**config.mk**
```make
export PLATFORM = sky130hd
export DESIGN_NAME = octg_global_regs
export DESIGN_NICKNAME = d
export VERILOG_FILES = /design/src/hw/octg_pkg.sv /design/src/hw/octg_global_regs.sv /design/src/hw/octg_tick_timer.sv /design/src/hw/octg_gpio.sv
export SDC_FILE = /design/constraint.sdc
export NUM_CORES = 1
export LEC_CHECK = 0
export BUFFER_PORTS_ARGS = -buffer_cell sky130_fd_sc_hd__buf_2
export CAP_MARGIN = 20
export CORE_ASPECT_RATIO = 1.1
export CORE_MARGIN = 3
export CORE_UTILIZATION = 50
export DETAILED_ROUTE_END_ITERATION = 7
export PLACE_DENSITY = 0.88
export REMOVE_ABC_BUFFERS = 1
export SYNTH_ARGS = -nofsm -noshare
export SYNTH_HDL_FRONTEND = slang
export SYNTH_SLANG_ARGS = --single-unit
```
**constraint.sdc**
```tcl
create_clock -name clk -period 2.1 [get_ports clk]
set_input_delay 0.42 -clock clk [delete_from_list [all_inputs] [get_ports clk]]
set_output_delay 0.42 -clock clk [all_outputs]
set_load 0.1 [all_outputs]
```
**src/hw/octg_pkg.sv**
```systemverilog
// Purpose: Shared constants for the octal transceiver global register bank
// Assumes: 200 MHz system clock, APB with 32-bit data, word per register
// Notes: Printed offsets are word indices; byte address is index times four
package octg_pkg;
	// Register word indices
	localparam logic [9:0] IDX_VERSION = 10'h000;
	localparam logic [9:0] IDX_SOFT_RESET = 10'h004;
	localparam logic [9:0] IDX_PATH_WATCH = 10'h005;
	localparam logic [9:0] IDX_GENERAL_PIN = 10'h006;
	localparam logic [9:0] IDX_REF_ROUTE = 10'h007;
	localparam logic [9:0] IDX_LINK_IRQ = 10'h009;
	localparam logic [9:0] IDX_TICK_CTRL = 10'h00a;
	localparam logic [9:0] IDX_TICK_IND = 10'h00b;
	localparam logic [9:0] IDX_LINE_MODE = 10'h020;
	// Field positions
	localparam int GPIO_DIR_LSB = 0;
	localparam int GPIO_LEVEL_LSB = 2;
	localparam int REF_A_LSB = 0;
	localparam int REF_B_LSB = 3;
	localparam int WATCH_DIR_BIT = 3;
	localparam int TICK_BIT = 0;
	// Reset values
	localparam logic [3:0] WATCH_RST = 4'h0;
	localparam logic [1:0] GPIO_DIR_RST = 2'h3;
	localparam logic [1:0] GPIO_LEVEL_RST = 2'h0;
	localparam logic [5:0] REF_ROUTE_RST = 6'h00;
	localparam logic LINE_MODE_RST = 1'b0;
	// Version code: arbitrary neutral value
	localparam logic [7:0] VERSION_CODE = 8'h5a;
	// Timing: one second at the system clock rate
	localparam longint TICK_PERIOD_S = 1;
	localparam longint CLK_HZ = 200000000;
	localparam longint TICK_CYCLES = TICK_PERIOD_S * CLK_HZ;
endpackage : octg_pkg

```
**src/hw/octg_global_regs.sv**
```systemverilog
// Purpose: Global direct register bank of an eight-link E1 transceiver
// Assumes: APB slave, one wait state per access, synchronous reset
// Notes: Software reset spares only the line mode register
//
// Added by the designer: the APB interface to the registers.
module octg_global_regs #(
	parameter int unsigned TICK_PERIOD = 200000000,
	parameter int LINKS = 8
) (
	// Clock and reset
	input wire logic clk,
	input wire logic sys_rst,
	// APB slave
	input wire logic psel,
	input wire logic penable,
	input wire logic pwrite,
	input wire logic [11:0] paddr,
	input wire logic [31:0] pwdata,
	output logic [31:0] prdata,
	output logic pready,
	output logic pslverr,
	// Per-link inputs
	input wire logic [LINKS-1:0] linkIrqFlag,
	input wire logic [LINKS-1:0] recClk,
	// Reference clock pins
	output logic firstRefClockPin,
	output logic secondRefClockPin,
	// Path watch routing toward link 1
	output logic watchActive,
	output logic watchTransmit,
	output logic [2:0] watchLink,
	// General pins
	input wire logic [1:0] gpioIn,
	output logic [1:0] gpioOut,
	output logic [1:0] gpioOe,
	// Device-wide controls
	output logic lineModeT1,
	output logic softResetPulse,
	output logic irqPin
);
	import octg_pkg::*;

	logic [9:0] idx;
	logic aligned;
	logic access;
	logic wrAcc;
	logic softHit;
	logic regRst;
	logic mapped;
	logic [7:0] rdData;
	logic [3:0] pathWatchSelect_q;
	logic [2:0] refAClockSource_q;
	logic [2:0] refBClockSource_q;
	logic secondTickIrqEnable_q;
	logic secondTickFlag_q;
	logic lineMode_q;
	logic tick;
	logic [1:0] gpioDir;
	logic [1:0] gpioLevel;
	logic [LINKS-1:0] irqSummary;

	// Decode: index is word address, low address bits must be zero
	assign idx = paddr[11:2];
	assign aligned = (paddr[1:0] == 2'h0);
	assign access = psel && penable && pready;
	assign wrAcc = access && pwrite && aligned;
	assign softHit = wrAcc && (idx == IDX_SOFT_RESET);
	// Software reset acts at the very write edge so no stale state lingers
	assign regRst = sys_rst || softHit;
	assign irqSummary = linkIrqFlag;

	always_comb begin
		case (idx)
			IDX_VERSION, IDX_SOFT_RESET, IDX_PATH_WATCH, IDX_GENERAL_PIN,
			IDX_REF_ROUTE, IDX_LINK_IRQ, IDX_TICK_CTRL, IDX_TICK_IND,
			IDX_LINE_MODE: mapped = aligned;
			default: mapped = 1'b0;
		endcase
	end

	// Read multiplexer; reserved bits and write-only words read zero
	always_comb begin
		rdData = 8'h00;
		case (idx)
			IDX_VERSION: rdData = VERSION_CODE;
			IDX_PATH_WATCH: rdData = {4'h0, pathWatchSelect_q};
			IDX_GENERAL_PIN: begin
				rdData = {4'h0, gpioLevel, gpioDir};
			end
			IDX_REF_ROUTE: begin
				rdData = {2'h0, refBClockSource_q, refAClockSource_q};
			end
			IDX_LINK_IRQ: rdData = 8'(irqSummary);
			IDX_TICK_CTRL: rdData = {7'h0, secondTickIrqEnable_q};
			IDX_TICK_IND: rdData = {7'h0, secondTickFlag_q};
			IDX_LINE_MODE: rdData = {7'h0, lineMode_q};
			default: rdData = 8'h00;
		endcase
	end

	// APB answer: one wait state, ready pulses for one cycle
	always_ff @(posedge clk) begin
		if (sys_rst) begin
			pready <= 1'b0;
			pslverr <= 1'b0;
			prdata <= 32'h0;
		end else if (psel && penable && !pready) begin
			pready <= 1'b1;
			pslverr <= !mapped;
			prdata <= (mapped && !pwrite) ? {24'h0, rdData} : 32'h0;
		end else begin
			pready <= 1'b0;
			pslverr <= 1'b0;
		end
	end

	// Path watch select
	always_ff @(posedge clk) begin
		if (regRst)
			pathWatchSelect_q <= WATCH_RST;
		else if (wrAcc && idx == IDX_PATH_WATCH)
			pathWatchSelect_q <= pwdata[3:0];
	end

	// Reference clock route select
	always_ff @(posedge clk) begin
		if (regRst) begin
			refAClockSource_q <= REF_ROUTE_RST[REF_A_LSB +: 3];
			refBClockSource_q <= REF_ROUTE_RST[REF_B_LSB +: 3];
		end else if (wrAcc && idx == IDX_REF_ROUTE) begin
			refAClockSource_q <= pwdata[REF_A_LSB +: 3];
			refBClockSource_q <= pwdata[REF_B_LSB +: 3];
		end
	end

	// Tick interrupt enable
	always_ff @(posedge clk) begin
		if (regRst)
			secondTickIrqEnable_q <= 1'b0;
		else if (wrAcc && idx == IDX_TICK_CTRL)
			secondTickIrqEnable_q <= pwdata[TICK_BIT];
	end

	// Tick flag: a tick in the clearing cycle wins over the clear
	always_ff @(posedge clk) begin
		if (regRst)
			secondTickFlag_q <= 1'b0;
		else if (tick)
			secondTickFlag_q <= 1'b1;
		else if (wrAcc && idx == IDX_TICK_IND && pwdata[TICK_BIT])
			secondTickFlag_q <= 1'b0;
	end

	// Line mode survives software reset; only the pin reset clears it
	always_ff @(posedge clk) begin
		if (sys_rst)
			lineMode_q <= LINE_MODE_RST;
		else if (wrAcc && idx == IDX_LINE_MODE)
			lineMode_q <= pwdata[0];
	end

	// Routed and registered outputs
	always_ff @(posedge clk) begin
		if (sys_rst) begin
			firstRefClockPin <= 1'b0;
			secondRefClockPin <= 1'b0;
			watchActive <= 1'b0;
			watchTransmit <= 1'b0;
			watchLink <= 3'h0;
			irqPin <= 1'b0;
			lineModeT1 <= 1'b0;
			softResetPulse <= 1'b0;
		end else begin
			firstRefClockPin <= recClk[refAClockSource_q];
			secondRefClockPin <= recClk[refBClockSource_q];
			watchActive <= (pathWatchSelect_q[2:0] != 3'h0);
			watchTransmit <= pathWatchSelect_q[WATCH_DIR_BIT];
			watchLink <= pathWatchSelect_q[2:0];
			irqPin <= (secondTickIrqEnable_q && secondTickFlag_q)
				|| (|irqSummary);
			lineModeT1 <= lineMode_q;
			softResetPulse <= softHit;
		end
	end

	// One-second timer
	octg_tick_timer #(
		.PERIOD(TICK_PERIOD)
	) uTimer (
		.clk(clk),
		.rst(regRst),
		.tick(tick)
	);

	// General-purpose pins
	octg_gpio #(
		.PINS(2)
	) uGpio (
		.clk(clk),
		.rst(regRst),
		.wrEn(wrAcc && idx == IDX_GENERAL_PIN),
		.wrDir(pwdata[GPIO_DIR_LSB +: 2]),
		.wrLevel(pwdata[GPIO_LEVEL_LSB +: 2]),
		.pinIn(gpioIn),
		.pinOut(gpioOut),
		.pinOe(gpioOe),
		.rdDir(gpioDir),
		.rdLevel(gpioLevel)
	);
endmodule : octg_global_regs

```
**src/hw/octg_tick_timer.sv**
```systemverilog
// Purpose: Free-running one-second tick generator
// Assumes: Synchronous active-high reset
// Notes: Restarts the count on any reset, including a software reset
module octg_tick_timer #(
	parameter int unsigned PERIOD = 200000000
) (
	// Clock and reset
	input wire logic clk,
	input wire logic rst,
	// Tick output
	output logic tick
);
	import octg_pkg::*;

	logic [31:0] count_q;

	// Count up through the period and pulse on wrap
	always_ff @(posedge clk) begin
		if (rst) begin
			count_q <= 32'h0;
			tick <= 1'b0;
		end else if (count_q == 32'(PERIOD - 1)) begin
			count_q <= 32'h0;
			tick <= 1'b1;
		end else begin
			count_q <= count_q + 32'h1;
			tick <= 1'b0;
		end
	end
endmodule : octg_tick_timer

```
**src/hw/octg_gpio.sv**
```systemverilog
// Purpose: Two general-purpose pins with direction and level bits
// Assumes: Pin inputs synchronous to clk
// Notes: Direction 1 means input; level reads back the sampled pin then
module octg_gpio #(
	parameter int PINS = 2
) (
	// Clock and reset
	input wire logic clk,
	input wire logic rst,
	// Register write port
	input wire logic wrEn,
	input wire logic [PINS-1:0] wrDir,
	input wire logic [PINS-1:0] wrLevel,
	// Pin signals
	input wire logic [PINS-1:0] pinIn,
	output logic [PINS-1:0] pinOut,
	output logic [PINS-1:0] pinOe,
	// Register read view
	output logic [PINS-1:0] rdDir,
	output logic [PINS-1:0] rdLevel
);
	import octg_pkg::*;

	genvar g;
	generate
		for (g = 0; g < PINS; g++) begin : gPin
			logic dir_q;
			logic level_q;
			logic sample_q;
			logic drive_q;
			logic enable_q;
			// Direction and driven level
			always_ff @(posedge clk) begin
				if (rst) begin
					dir_q <= GPIO_DIR_RST[g];
					level_q <= GPIO_LEVEL_RST[g];
				end else if (wrEn) begin
					dir_q <= wrDir[g];
					// Level write only lands while the pin is an output
					if (!wrDir[g] && !dir_q)
						level_q <= wrLevel[g];
				end
			end
			// Sample the pin level every cycle
			always_ff @(posedge clk) begin
				if (rst)
					sample_q <= 1'b0;
				else
					sample_q <= pinIn[g];
			end
			// Per-pin flops keep each output bit to a single process
			always_ff @(posedge clk) begin
				if (rst) begin
					drive_q <= 1'b0;
					enable_q <= 1'b0;
				end else begin
					drive_q <= level_q;
					enable_q <= ~dir_q;
				end
			end
			assign pinOut[g] = drive_q;
			assign pinOe[g] = enable_q;
			assign rdDir[g] = dir_q;
			assign rdLevel[g] = dir_q ? sample_q : level_q;
		end
	endgenerate
endmodule : octg_gpio

```
# After elaboration in Yosys (flattened, before gate mapping)
# Cells that the tools add are included.
classes:
  n_addsub: 1
  magnitude_cmp: 2
  n_eq_ne: 9
  n_mux: 13
  n_bitwise: 3
  reduce_logical: 36
op_table:
  columns: ["op", "count"]
  rows:
  - ["$pmux 8 s8", 1]
  - ["$eq 10x3->1 const B", 4]
  - ["$add 32x1->32 const B", 1]
  - ["$eq 32x28->1 const B", 1]
  - ["$eq 10x4->1 const B", 3]
  - ["$logic_and 1x1->1", 17]
  - ["$eq 10x6->1 const B", 1]
  - ["$logic_not 10->1", 1]
  - ["$mux 1", 9]
  - ["$reduce_or 9->1", 1]
  - ["$lt 3x4->1 const B", 2]
  - ["$mux 8", 1]
  - ["$reduce_or 8->1", 1]
  - ["$logic_not 1->1", 7]
  - ["$bmux 1 s3", 2]
  - ["$reduce_and 2->1", 2]
  - ["$reduce_or 2->1", 2]
  - ["$not 1->1", 3]
  - ["$reduce_bool 3->1", 1]
  - ["$logic_not 2->1", 1]
  - ["$logic_or 1x1->1", 2]
  - ["$reduce_bool 2->1", 1]
word_totals:
  reg_bits: 100
  inputBits: 67
  wordCells: 93

# Logic depth before layout (Yosys ltp)
# Gate-level depths: netlist of the first run.
depth:
  ltp_word: 8
  mapped_depth: 7
  mapped_depth_nobuf: 6

# Modules after synthesis
# Synthesis of the first run repeated with hierarchy kept, for this count alone.
hier_totals:
  hier_cells: 438
  area_unflattened_um2: 3910.0
modules_own_cells:
  columns: ["module", "instances", "cells_each", "area_per_inst_um2", "seq_area_each_um2"]
  rows:
  - ["octg_global_regs", 1, 222, 1984.4, 660.6]
  - ["octg_tick_timer", 1, 181, 1525.2, 660.6]
  - ["octg_gpio", 1, 35, 400.4, 200.2]

# Least setup slack after synthesis of the first run
# No wires, ideal clock.
synth_path:
  path_kind: "register to register"
  start: "register pready"
  end: "register refAClockSource_q[1]"
  arrival_time_ps: 2182
  t_required_ps: 1985
  slack_ps: -197
  stages_incl_launch_ff: 7
  synth_period_minus_slack_ps: 2297
  path_cell_list: "dfxtp_1 > nand2_1 > nor3_2 > nand2_1 > o31ai_4 > buf_4 > nor2_1"
synth_via:
  elab_chain_len: 5
  elab_cells_between_ends: 6
  classes_between: "reduce/logical (6)"
synth_lines:
  columns: ["element", "line", "source"]
  rows:
  - ["start, declared", "octg_global_regs.sv:20", "output logic pready,"]
  - ["start signal, assigned", "octg_global_regs.sv:104", "pready <= 1'b0;"]
  - ["start signal, assigned", "octg_global_regs.sv:108", "pready <= 1'b1;"]
  - ["start signal, assigned", "octg_global_regs.sv:112", "pready <= 1'b0;"]
  - ["$logic_and 1x1->1 (*)", "octg_global_regs.sv:65", "assign access = psel && penable && pready;"]
  - ["$logic_and 1x1->1 (*) (2 in a row)", "octg_global_regs.sv:66", "assign wrAcc = access && pwrite && aligned;"]
  - ["$logic_and 1x1->1", "octg_global_regs.sv:67", "assign softHit = wrAcc && (idx == IDX_SOFT_RESET);"]
  - ["$logic_or 1x1->1", "octg_global_regs.sv:69", "assign regRst = sys_rst || softHit;"]
  - ["end signal, assigned", "octg_global_regs.sv:128", "refAClockSource_q <= REF_ROUTE_RST[REF_A_LSB +: 3];"]
  - ["end signal, assigned", "octg_global_regs.sv:131", "refAClockSource_q <= pwdata[REF_A_LSB +: 3];"]
  - ["end, declared", "octg_global_regs.sv:52", "logic [2:0] refAClockSource_q;"]
# Every way passes the cells marked *; elsewhere a longest branch is shown, timed or not.
# A chain may end at the register's enable or synchronous reset.

# Worst setup path in the final report of the first run
layout_path:
  start: "register uTimer.count_q[0]"
  end: "register uTimer.count_q[30]"
layout_via:
  elab_chain_len: 2
  elab_cells_between_ends: 3
  classes_between: "add/sub (1); eq/ne (1); reduce/logical (1)"
layout_lines:
  columns: ["element", "line", "source"]
  rows:
  - ["start, declared", "octg_tick_timer.sv:15", "logic [31:0] count_q;"]
  - ["start signal, assigned", "octg_tick_timer.sv:26", "count_q <= count_q + 32'h1;"]
  - ["parallel branches: the longest is 2 deep, another holds $add 32x1->32", null, null]
# Several ways; the timed one is not identified.

==> summary.txt, run 1 <==
Min-Delay Path Class: in -> reg
Syn Std Cell Area: 3650 um2
peak supply drop: 556 uV
status: finished, final reports clean
initial cell density of the core: 51.8%
Slew Viols, Final: 0
Max Fclk: 549 MHz
largest net degree at the start of global routing: 31
Sink Count: 76
Post-synth EDFFs: 0
Crit Path Max Fanout: 6
final WL: 8470 um
Final Critical Period: 1.82 ns
Port Buf Inserts: 64
Post-DRT Antenna Nets: 0
register area share after synthesis: 41.7%
Std-Cell Rows: 32
hpwl dp: 6360 um
Final Wtd Congestion: 0.920
CTS tree: done
DIE WIDTH: 87.4 um
# nets final: 542
I/O pin cnt: 115
Async SR Flop Fraction: 0%
Main synth FF type: dfxtp_1
Max Cap Viol: 0
#FFs+latches synth: 76
final hold viol count: 0
switching power share of the total: 32.4%
DRT Pass-1 Iters: 4
clock latency on the worst-skew pair: 0.36 ns
Filler Cell Count: 623
ratio of cells with drive above 1 in the final layout: 22.8%
Area Overhead vs Synth: 14.2%
Global Route Usage Sum: 20.6%
met2 Use GR: 37.3%
Int Pwr: 1.98 mW
P_leak: 1.70 nW
Least-Margin Pin Slew: 0.579 ns
RSZ-0062 raised after global routing: false
first-pass GRT wire length: 13500 um
crit start category: flop
worst hold slack: 0.267 ns
met1 GRT Util: 22.8%
Clock Skew: 0.0118 ns
vias in the first global route: 2979
Die Area: 8360 um2
clock power share: 37.2%
sw power: 0.951 mW
Slew HR: 61.1%
setup bufs post-CTS: 0
met3 global-route usage: 5.45%
cts repair resizes: 0
TritonCTS Buffers: 9
combinational power share: 13.1%
WL/cell: 15.0 um
crit path kind: reg -> reg
antenna violations before repair: 0
final period utilization: 86.8%
endpoint type of the worst setup path: flop
root buf cell: clkbuf_8
Critical Path AT: 2.08 ns
Tot Pwr: 2.93 mW
Mapped Cells: 407
core area: 7050 um2
global route overflow: 0
CTS max path bufs: 2
GRT Max-Usage Layer: met2
Synth cell types: 49
drt drc: 0
Flop pwr share: 49.7%
Initial DRC Count: 130
warnings from Yosys: 0
Synth Area per Inst: 8.96 um2
power density over the cells: 704 nW/um2
vias per inst: 5.48
Clock transition at path regs: 0.08 ns
Final WS setup: 0.278 ns
# setup viols final: 0
critical path required time: 2.35 ns
hold buffers post-CTS: 0
chip height: 95.6 um
Inserted Diodes: 0
Place WS: 0.00372 ns
htree depth: 3
via count: 3093
==> final timing paths <==
path | to | cells after the start | slack (ns) | from
worst min-delay path | uGpio.gPin[1].sample_q | 2 | 0.27 | gpioIn[1]
worst max register to register | uTimer.count_q[30] | 7 | 0.28 | uTimer.count_q[0]
worst min register to register | secondTickFlag_q | 2 | 0.43 | uTimer.tick
worst max-delay path | uTimer.count_q[30] | 7 | 0.28 | uTimer.count_q[0]
==> synth_stat cells (all sizes together), types with 11 or more instances <==
library cell,n,area share [%]
mux2i,13,3.6
a21oi,11,1.5
nand3,24,3.3
xor2,24,5.8
o21ai,11,1.5
buf,36,6.9
nor3,12,2.4
nand4,12,2.1
nor2,57,5.9
nand2,37,3.8
dfxtp,76,42
nor4,11,2.4
==> layout by cell type, fill, tap and decap left out, types with 3 or more instances in the layout <==
| master | instances |
|---|---|
| dfxtp_1 | 76 |
| buf_2 | 64 |
| nor2_1 | 56 |
| nand2_1 | 37 |
| nand3_1 | 24 |
| xor2_1 | 24 |
| conb_1 | 24 |
| mux2i_1 | 13 |
| nand4_1 | 12 |
| a21oi_1 | 11 |
| nor3_1 | 9 |
| o21ai_0 | 9 |
| clkbuf_8 | 9 |
| buf_4 | 9 |
| nor4_1 | 8 |
| and4_1 | 8 |
| and2_1 | 7 |
| xnor2_1 | 7 |
| and3_1 | 6 |
| nor2b_1 | 6 |
| inv_1 | 5 |
| a22oi_1 | 4 |
| mux4_2 | 4 |
| a32oi_1 | 4 |
| nor4_2 | 3 |
| or3_1 | 3 |
| inv_6 | 3 |
==> logic make-up (layout without fill, tap and decap cells) <==
| logic type | Yosys count | in the layout | share of synthesized area [%] |
|---|---|---|---|
| xor+xnor | 31 | 31 | 7.44 |
| other cells | 1 | 24 | 0.103 |
| fa+ha+maj | 1 | 1 | 0.343 |
| buf+inv | 46 | 95 | 7.99 |
| flops | 76 | 76 | 41.7 |
| compound gates | 42 | 42 | 7.85 |
| simple gates | 191 | 191 | 27.9 |
| mux | 19 | 19 | 6.65 |
==> power by group through the flow <==
| stage | registers [mW] | logic, mW | clock network [mW] |
|---|---|---|---|
| 3_5_place_dp | 1.49 | 0.381 | 0 |
| 5_1_grt | 1.46 | 0.404 | 1.17 |
| 3_3_place_gp | 1.49 | 0.377 | 0 |
| 6_report | 1.46 | 0.384 | 1.09 |
| 4_1_cts | 1.46 | 0.382 | 1.11 |
| 2_1_floorplan | 1.52 | 0.249 | 0 |
==> state kept, by name (all words and copies together), names as in the netlist, 2 cells and up <==
signal / count
uTimer.count_q: 32
uGpio.gPin.sample_q: 2
uGpio.gPin.dir_q: 2
refAClockSource_q: 3
watchLink: 3
uGpio.gPin.enable_q: 2
pathWatchSelect_q: 4
prdata: 8
uGpio.gPin.drive_q: 2
uGpio.gPin.level_q: 2
refBClockSource_q: 3
==> critical path: stages (launching register included) <==
cell	delay [ns]
dfxtp_1	0.38
ha_1	0.20
nand3_1	0.25
nor4_2	0.37
buf_4	0.19
nand3_1	0.09
xor2_1	0.18
nor2_1	0.05
==> layer usage <==
| metal | vias up | wire length, um | share of wire, % |
|---|---|---|---|
| met3 | 19 | 535 | 6.3 |
| met2 | 113 | 4430 | 52 |
| met4 | 0 | 205 | 2.4 |
| met5 | - | 0 | 0 |
| met1 | 1449 | 3300 | 39 |
| li1 | 1512 | - | - |
==> stage by stage <==
| step | TNS [ns] | utilization [%] | std cells | instance area (um2) |
|---|---|---|---|---|
| 3_5_place_dp | 0 | 56.4 | 548 | 3980 |
| 4_1_cts | 0 | 59.1 | 564 | 4170 |
| 3_3_place_gp | 0 | 56.4 | 548 | 3980 |
| 6_report | 0 | 59.1 | 564 | 4170 |
| 2_1_floorplan | -14.79 | - | 389 | 3460 |
| 5_1_grt | 0 | 59.1 | 564 | 4170 |
==> cell type report <==
class	count	area [um2]	share of cell area, %
Multi-Input combinational cell	308	1920	46.1
Sequential cell	76	1520	36.5
Timing Repair Buffer	74	408	9.79
Clock buffer	9	124	2.97
Tap cell	85	106	2.55
Clock inverter	7	65.1	1.56
Inverter	5	18.8	0.451
Note: power is estimated with default switching activity, not from simulation.
==> inputs of run 2 (changes only) <==
--- a/config.mk
+++ b/config.mk
@@ -5,13 +5,13 @@
 export SDC_FILE = /design/constraint.sdc
 export NUM_CORES = 1
 export LEC_CHECK = 0
-export BUFFER_PORTS_ARGS = -buffer_cell sky130_fd_sc_hd__buf_2
 export CAP_MARGIN = 20
 export CORE_ASPECT_RATIO = 1.1
 export CORE_MARGIN = 3
 export CORE_UTILIZATION = 50
 export DETAILED_ROUTE_END_ITERATION = 7
-export PLACE_DENSITY = 0.88
+export DONT_BUFFER_PORTS = 1
+export PLACE_DENSITY = 0.75
 export REMOVE_ABC_BUFFERS = 1
 export SYNTH_ARGS = -nofsm -noshare
 export SYNTH_HDL_FRONTEND = slang
==> run 2 against run 1 <==
Net effect: clock power rose by 10%; die area unchanged; critical path type unchanged; via count shrank 6.5%; highest routed layer unchanged.
==> summary.txt, run 2 (synthesized netlist as in run 1, its figures left out) <==
power density over the cells: 739 nW/um2
Global Route Usage Sum: 18.7%
flip-flop count of the largest register after layout: 32
core area: 7050 um2
setup bufs post-CTS: 0
drt drc: 0
WL/cell: 14.9 um
Least-Margin Pin Slew: 0.603 ns
Min-Delay Path Class: in -> reg
Max Cap Viol: 0
P_leak: 1.53 nW
critical path endpoint: uTimer.count_q[29]
Slew HR: 59.5%
first-pass GRT wire length: 12300 um
cts repair resizes: 0
final period utilization: 87.0%
global route overflow: 0
htree depth: 3
# nets final: 498
worst hold slack: 0.133 ns
Sink Count: 76
Slew Viols, Final: 0
Filler Cell Count: 641
most common cell after layout, fill and taps aside: dfxtp_1
R2R depth: 5
final hold viol count: 0
Post-DRT Antenna Nets: 0
largest registers: uTimer.count_q x32, prdata x8, pathWatchSelect_q x4
Die Area: 8360 um2
hpwl dp: 5750 um
# setup viols final: 0
endpoint type of the worst setup path: flop
root buf cell: clkbuf_8
Critical path origin: uTimer.count_q[6]
Port Buf Inserts: 0
Top reg by flops: uTimer.count_q
vias in the first global route: 2735
Place WS: 0.175 ns
RSZ-0062 raised after global routing: false
most frequent cells in the layout: dfxtp_1, nor2_1, nand2_1
status: finished, final reports clean
Final Wtd Congestion: 0.919
TritonCTS Buffers: 9
Post-Route Setup TNS: 0 ns
dpl cell area: 3810 um2
CTS max path bufs: 2
Crit Path Max Fanout: 7
vias per inst: 5.55
CTS tree: done
ratio of cells with drive above 1 in the final layout: 14.9%
largest net degree at the start of global routing: 31
Initial DRC Count: 128
Std-Cell Rows: 32
Final Critical Period: 1.83 ns
R2R setup slack: 0.27 ns
clock latency on the worst-skew pair: 0.35 ns
crit start category: flop
RR Startpoint: uTimer.count_q[6]
post-route cell area: 4020 um2
DIE WIDTH: 87.4 um
chip height: 95.6 um
initial cell density of the core: 51.8%
reg2reg end: uTimer.count_q[29]
Clock transition at path regs: 0.09 ns
Max Fclk: 548 MHz
hold buffers post-CTS: 0
crit path kind: reg -> reg
Clock Skew: 0.0153 ns
Area Overhead vs Synth: 10.3%
Final WS setup: 0.274 ns
antenna violations before repair: 1
Critical Path AT: 2.05 ns
Tot Pwr: 2.97 mW
I/O pin cnt: 115
peak supply drop: 456 uV
DRT Pass-1 Iters: 4
via count: 2891
critical path required time: 2.33 ns
final WL: 7770 um
==> run 2: changes by cell type in the layout (fill, tap and decap cells not counted) <==
cell       before  now
bufinv_16       0    2
clkinv_2        0    3
diode_2         0    1
buf_2          64    0
inv_8           2    0
inv_6           3    0
buf_4           9   29
==> run 2: worst min path at each step <==
stage / slack, ns / end / cells past startpoint / start
after floorplan: 0.41 / secondTickFlag_q / 2 / uTimer.tick
after global placement: 0.42 / secondTickFlag_q / 2 / uTimer.tick
after detailed placement: 0.42 / secondTickFlag_q / 2 / uTimer.tick
after CTS: 0.12 / lineModeT1 / 1 / sys_rst
after global routing: 0.12 / lineModeT1 / 1 / sys_rst
final: 0.13 / lineModeT1 / 1 / sys_rst
==> run 2: per-stage QoR <==
| step | instances | util (%) |
|---|---|---|
| floorplan | 389 | - |
| global placement | 504 | 54.0 |
| detailed placement | 504 | 54.0 |
| CTS | 520 | 57.1 |
| global route | 521 | 57.1 |
| finish | 521 | 57.1 |
==> run 2: cell type report <==
| class | count | area (um2) | share of cell area (%) |
|---|---|---|---|
| Multi-Input combinational cell | 308 | 1920 | 47.8 |
| Timing Repair Buffer | 30 | 238 | 5.91 |
| Clock inverter | 7 | 91.3 | 2.27 |
| Antenna cell | 1 | 2.50 | 0.0622 |
| Clock buffer | 9 | 124 | 3.08 |
| Sequential cell | 76 | 1520 | 37.8 |
| Tap cell | 85 | 106 | 2.64 |
| Inverter | 5 | 18.8 | 0.466 |
==> run 2: critical path, stage by stage, from the launching register on <==
cell,delay (ns)
dfxtp_1,0.36
nand3_1,0.26
nor4_2,0.66
nand4_1,0.19
xor2_1,0.18
nor2_1,0.06
==> run 2: layer usage <==
layer  track usage [%]  vias to the layer above  wire (um)
li1                  -                     1427          -
met1              21.0                     1358       3080
met2              33.4                       92       3970
met3              4.67                       14        579
met4              7.93                        0        132
met5                 0                        -          0
==> run 2: power breakdown <==
group	total (mW)	leakage [nW]	internal (mW)	switching (mW)
clock	1.20	0.109	0.665	0.539
combinational	0.313	0.809	0.0431	0.270
sequential	1.46	0.614	1.45	0.00659
total	2.97	1.53	2.16	0.816
==> inputs of run 3 (changes only) <==
--- a/config.mk
+++ b/config.mk
@@ -5,6 +5,7 @@
 export SDC_FILE = /design/constraint.sdc
 export NUM_CORES = 1
 export LEC_CHECK = 0
+export ABC_AREA = 1
 export CAP_MARGIN = 20
 export CORE_ASPECT_RATIO = 1.1
 export CORE_MARGIN = 3
@@ -15,4 +16,5 @@
 export REMOVE_ABC_BUFFERS = 1
 export SYNTH_ARGS = -nofsm -noshare
 export SYNTH_HDL_FRONTEND = slang
+export SYNTH_HIERARCHICAL = 1
 export SYNTH_SLANG_ARGS = --single-unit
==> run 3 against run 2 <==
Net effect: critical path depth grew 3; utilization shrank 1.3 points; largest power group unchanged; design area grew 17%; largest cell class unchanged; combinational power grew 6.4%; routed wire length grew 21%; synthesized cell count grew 58%; flip-flop and latch count is the same; sequential share of layout area shrank 5.6 points; total power shrank 2.0%.
==> summary.txt, run 3 <==
status: finished, final reports clean
# setup viols final: 0
synth top area cells: dfxtp_1, nand2_1, nor2_1
Std-Cell Rows: 35
Top reg by flops: uTimer/count_q
Synth area leader: dfxtp_1
critical path required time: 2.33 ns
placed cells: 766
Syn Std Cell Area: 4380 um2
Clock transition at path regs: 0.08 ns
root buf cell: clkbuf_8
Critical Path Max Stage Delay: 0.37 ns
#FFs+latches synth: 76
Critical path origin: uTimer/count_q[0]
R2R depth: 8
Final Critical Period: 1.63 ns
hpwl dp: 7430 um
Inserted Diodes: 0
vias in the first global route: 3716
Synth Area in Compound Gates: 8.68%
switching power share of the total: 29.1%
most common cell after layout, fill and taps aside: nand2_1
Synth Area in Adders: 0.286%
Post-DRT Antenna Nets: 0
Slew Viols, Final: 0
first-pass GRT wire length: 16000 um
DRT Pass-1 Iters: 4
Slowest cell on crit path: dfxtp_1
worst hold slack: 0.118 ns
# nets final: 734
Flop pwr share: 50.0%
Critical Path AT: 1.86 ns
reg2reg end: uTimer/count_q[21]
hold buffers post-CTS: 0
Place WS: 0.179 ns
sw power: 0.849 mW
Port Buf Inserts: 0
Mapped Cells: 644
cts repair resizes: 0
post-route insts no fill: 782
htree depth: 3
Synth Area in XOR/XNOR: 2.20%
endpoint type of the worst setup path: flop
initial cell density of the core: 51.8%
setup bufs post-CTS: 0
CTS max path bufs: 2
chip height: 104 um
Clock Skew: 0.0106 ns
combinational power share: 11.4%
most frequent cells in the layout: nand2_1, nor2_1, dfxtp_1
Simple-Gate Fraction of Synth Area: 40.6%
list of most frequent post-synthesis cells: nand2_1, nor2_1, dfxtp_1
Initial DRC Count: 220
drt drc: 0
largest net degree at the start of global routing: 33
R2R setup slack: 0.47 ns
cell with the most instances after synthesis: nand2_1
Synth Area per Inst: 6.80 um2
WL/cell: 12.0 um
via count: 3854
clock latency on the worst-skew pair: 0.36 ns
ratio of cells with drive above 1 in the final layout: 17.6%
Global Route Usage Sum: 19.8%
power density over the cells: 618 nW/um2
final period utilization: 77.4%
Max Fclk: 615 MHz
Synth cell types: 37
Int Pwr: 2.07 mW
Die Area: 9920 um2
Min-Delay Path Class: in -> reg
peak supply drop: 325 uV
largest family of logic cells by synthesized area: simple AND/OR/NAND/NOR gates
Final WS setup: 0.475 ns
critical-path cell list: ha_1 > nand2_2 > nor2_4 > nand2_4 > nor2_2 > nand2_2 > nand2_4 > nor2_1
Sink Count: 76
crit path kind: reg -> reg
Max Cap Viol: 0
RR Startpoint: uTimer/count_q[0]
Async SR Flop Fraction: 0%
Area Overhead vs Synth: 7.68%
largest registers: uTimer/count_q x32, prdata x8, pathWatchSelect_q x4
register area share after synthesis: 34.7%
clock power share: 38.6%
CTS tree: done
vias per inst: 4.93
DIE WIDTH: 95.3 um
final hold viol count: 0
core area: 8450 um2
crit start category: flop
critical path endpoint: uTimer/count_q[21]
post-route cell area: 4720 um2
Final Wtd Congestion: 0.882
warnings from Yosys: 6
dpl cell area: 4520 um2
Crit Path Max Fanout: 32
antenna violations before repair: 0
share of the synthesized area in the top cell type: 34.7%
final WL: 9410 um
global route overflow: 0
Main synth FF type: dfxtp_1
P_leak: 1.90 nW
mux contribution to synthesized area: 0%
flip-flop count of the largest register after layout: 32
I/O pin cnt: 115
Post-synth EDFFs: 0
TritonCTS Buffers: 9
RSZ-0062 raised after global routing: false
-- run 3: changes by cell type after synthesis, sizes merged, moves of 13 or more --
cell and change:
a21oi +19, inv +74, mux2i -13, nand2 +150
nand3 +16, nor2 +77, xor2 -19
-- run 3: logic make-up after synthesis --
group	after synthesis
adder cells (fa/ha/maj)	1
XOR/XNOR	11
buffers and inverters	117
AO/OA/AOI/OAI	63
flip-flops	76
other	1
AND/OR/NAND/NOR	375
-- run 3: worst min-delay path by stage --
stage | slack (ns) | from | end | depth (start not counted)
floorplan | 0.41 | uTimer/tick | secondTickFlag_q | 2
global placement | 0.43 | lineMode_q | lineModeT1 | 2
detailed placement | 0.43 | lineMode_q | lineModeT1 | 2
CTS | 0.11 | sys_rst | prdata[6] | 1
global route | 0.10 | sys_rst | prdata[6] | 1
finish | 0.12 | sys_rst | prdata[6] | 1
-- run 3: cell type report --
| cell class | instances | area, um2 |
|---|---|---|
| Sequential cell | 76 | 1520 |
| Multi-Input combinational cell | 474 | 2360 |
| Clock inverter | 6 | 63.8 |
| Tap cell | 111 | 139 |
| Timing Repair Buffer | 26 | 195 |
| Clock buffer | 10 | 138 |
| Fill cell | 793 | 3730 |
| Inverter | 79 | 302 |
-- run 3: layer usage --
layer | share of wire [%] | wire length, um | global-route usage, %
met2 | 49 | 4620 | 34.5
met4 | 3.3 | 314 | 10.3
met5 | 0 | 0 | 0
met3 | 7.2 | 673 | 4.99
met1 | 40 | 3800 | 21.6
-- run 3: worst max-delay path, delay by kind of cell (launching register included) --
family / cells / cell delay (ns)
fa+ha+maj: 1 / 0.21
flops: 1 / 0.37
simple gates: 7 / 0.91
-- run 3: metrics by stage --
stage	util (%)	setup TNS (ns)	power, mW
6_report	55.8	0	2.92
5_1_grt	55.8	0	3.03
4_1_cts	55.8	0	2.94
3_5_place_dp	53.4	0	1.82
3_3_place_gp	53.4	0	1.82
2_1_floorplan	-	-4.54	1.80
-- run 3: power by group through the flow --
stage          logic (mW)  clock network (mW)  registers [mW]
5_1_grt             0.349                1.22            1.46
6_report            0.333                1.13            1.46
3_3_place_gp        0.328                   0            1.49
3_5_place_dp        0.332                   0            1.49
2_1_floorplan       0.270                   0            1.53
4_1_cts             0.333                1.15            1.46
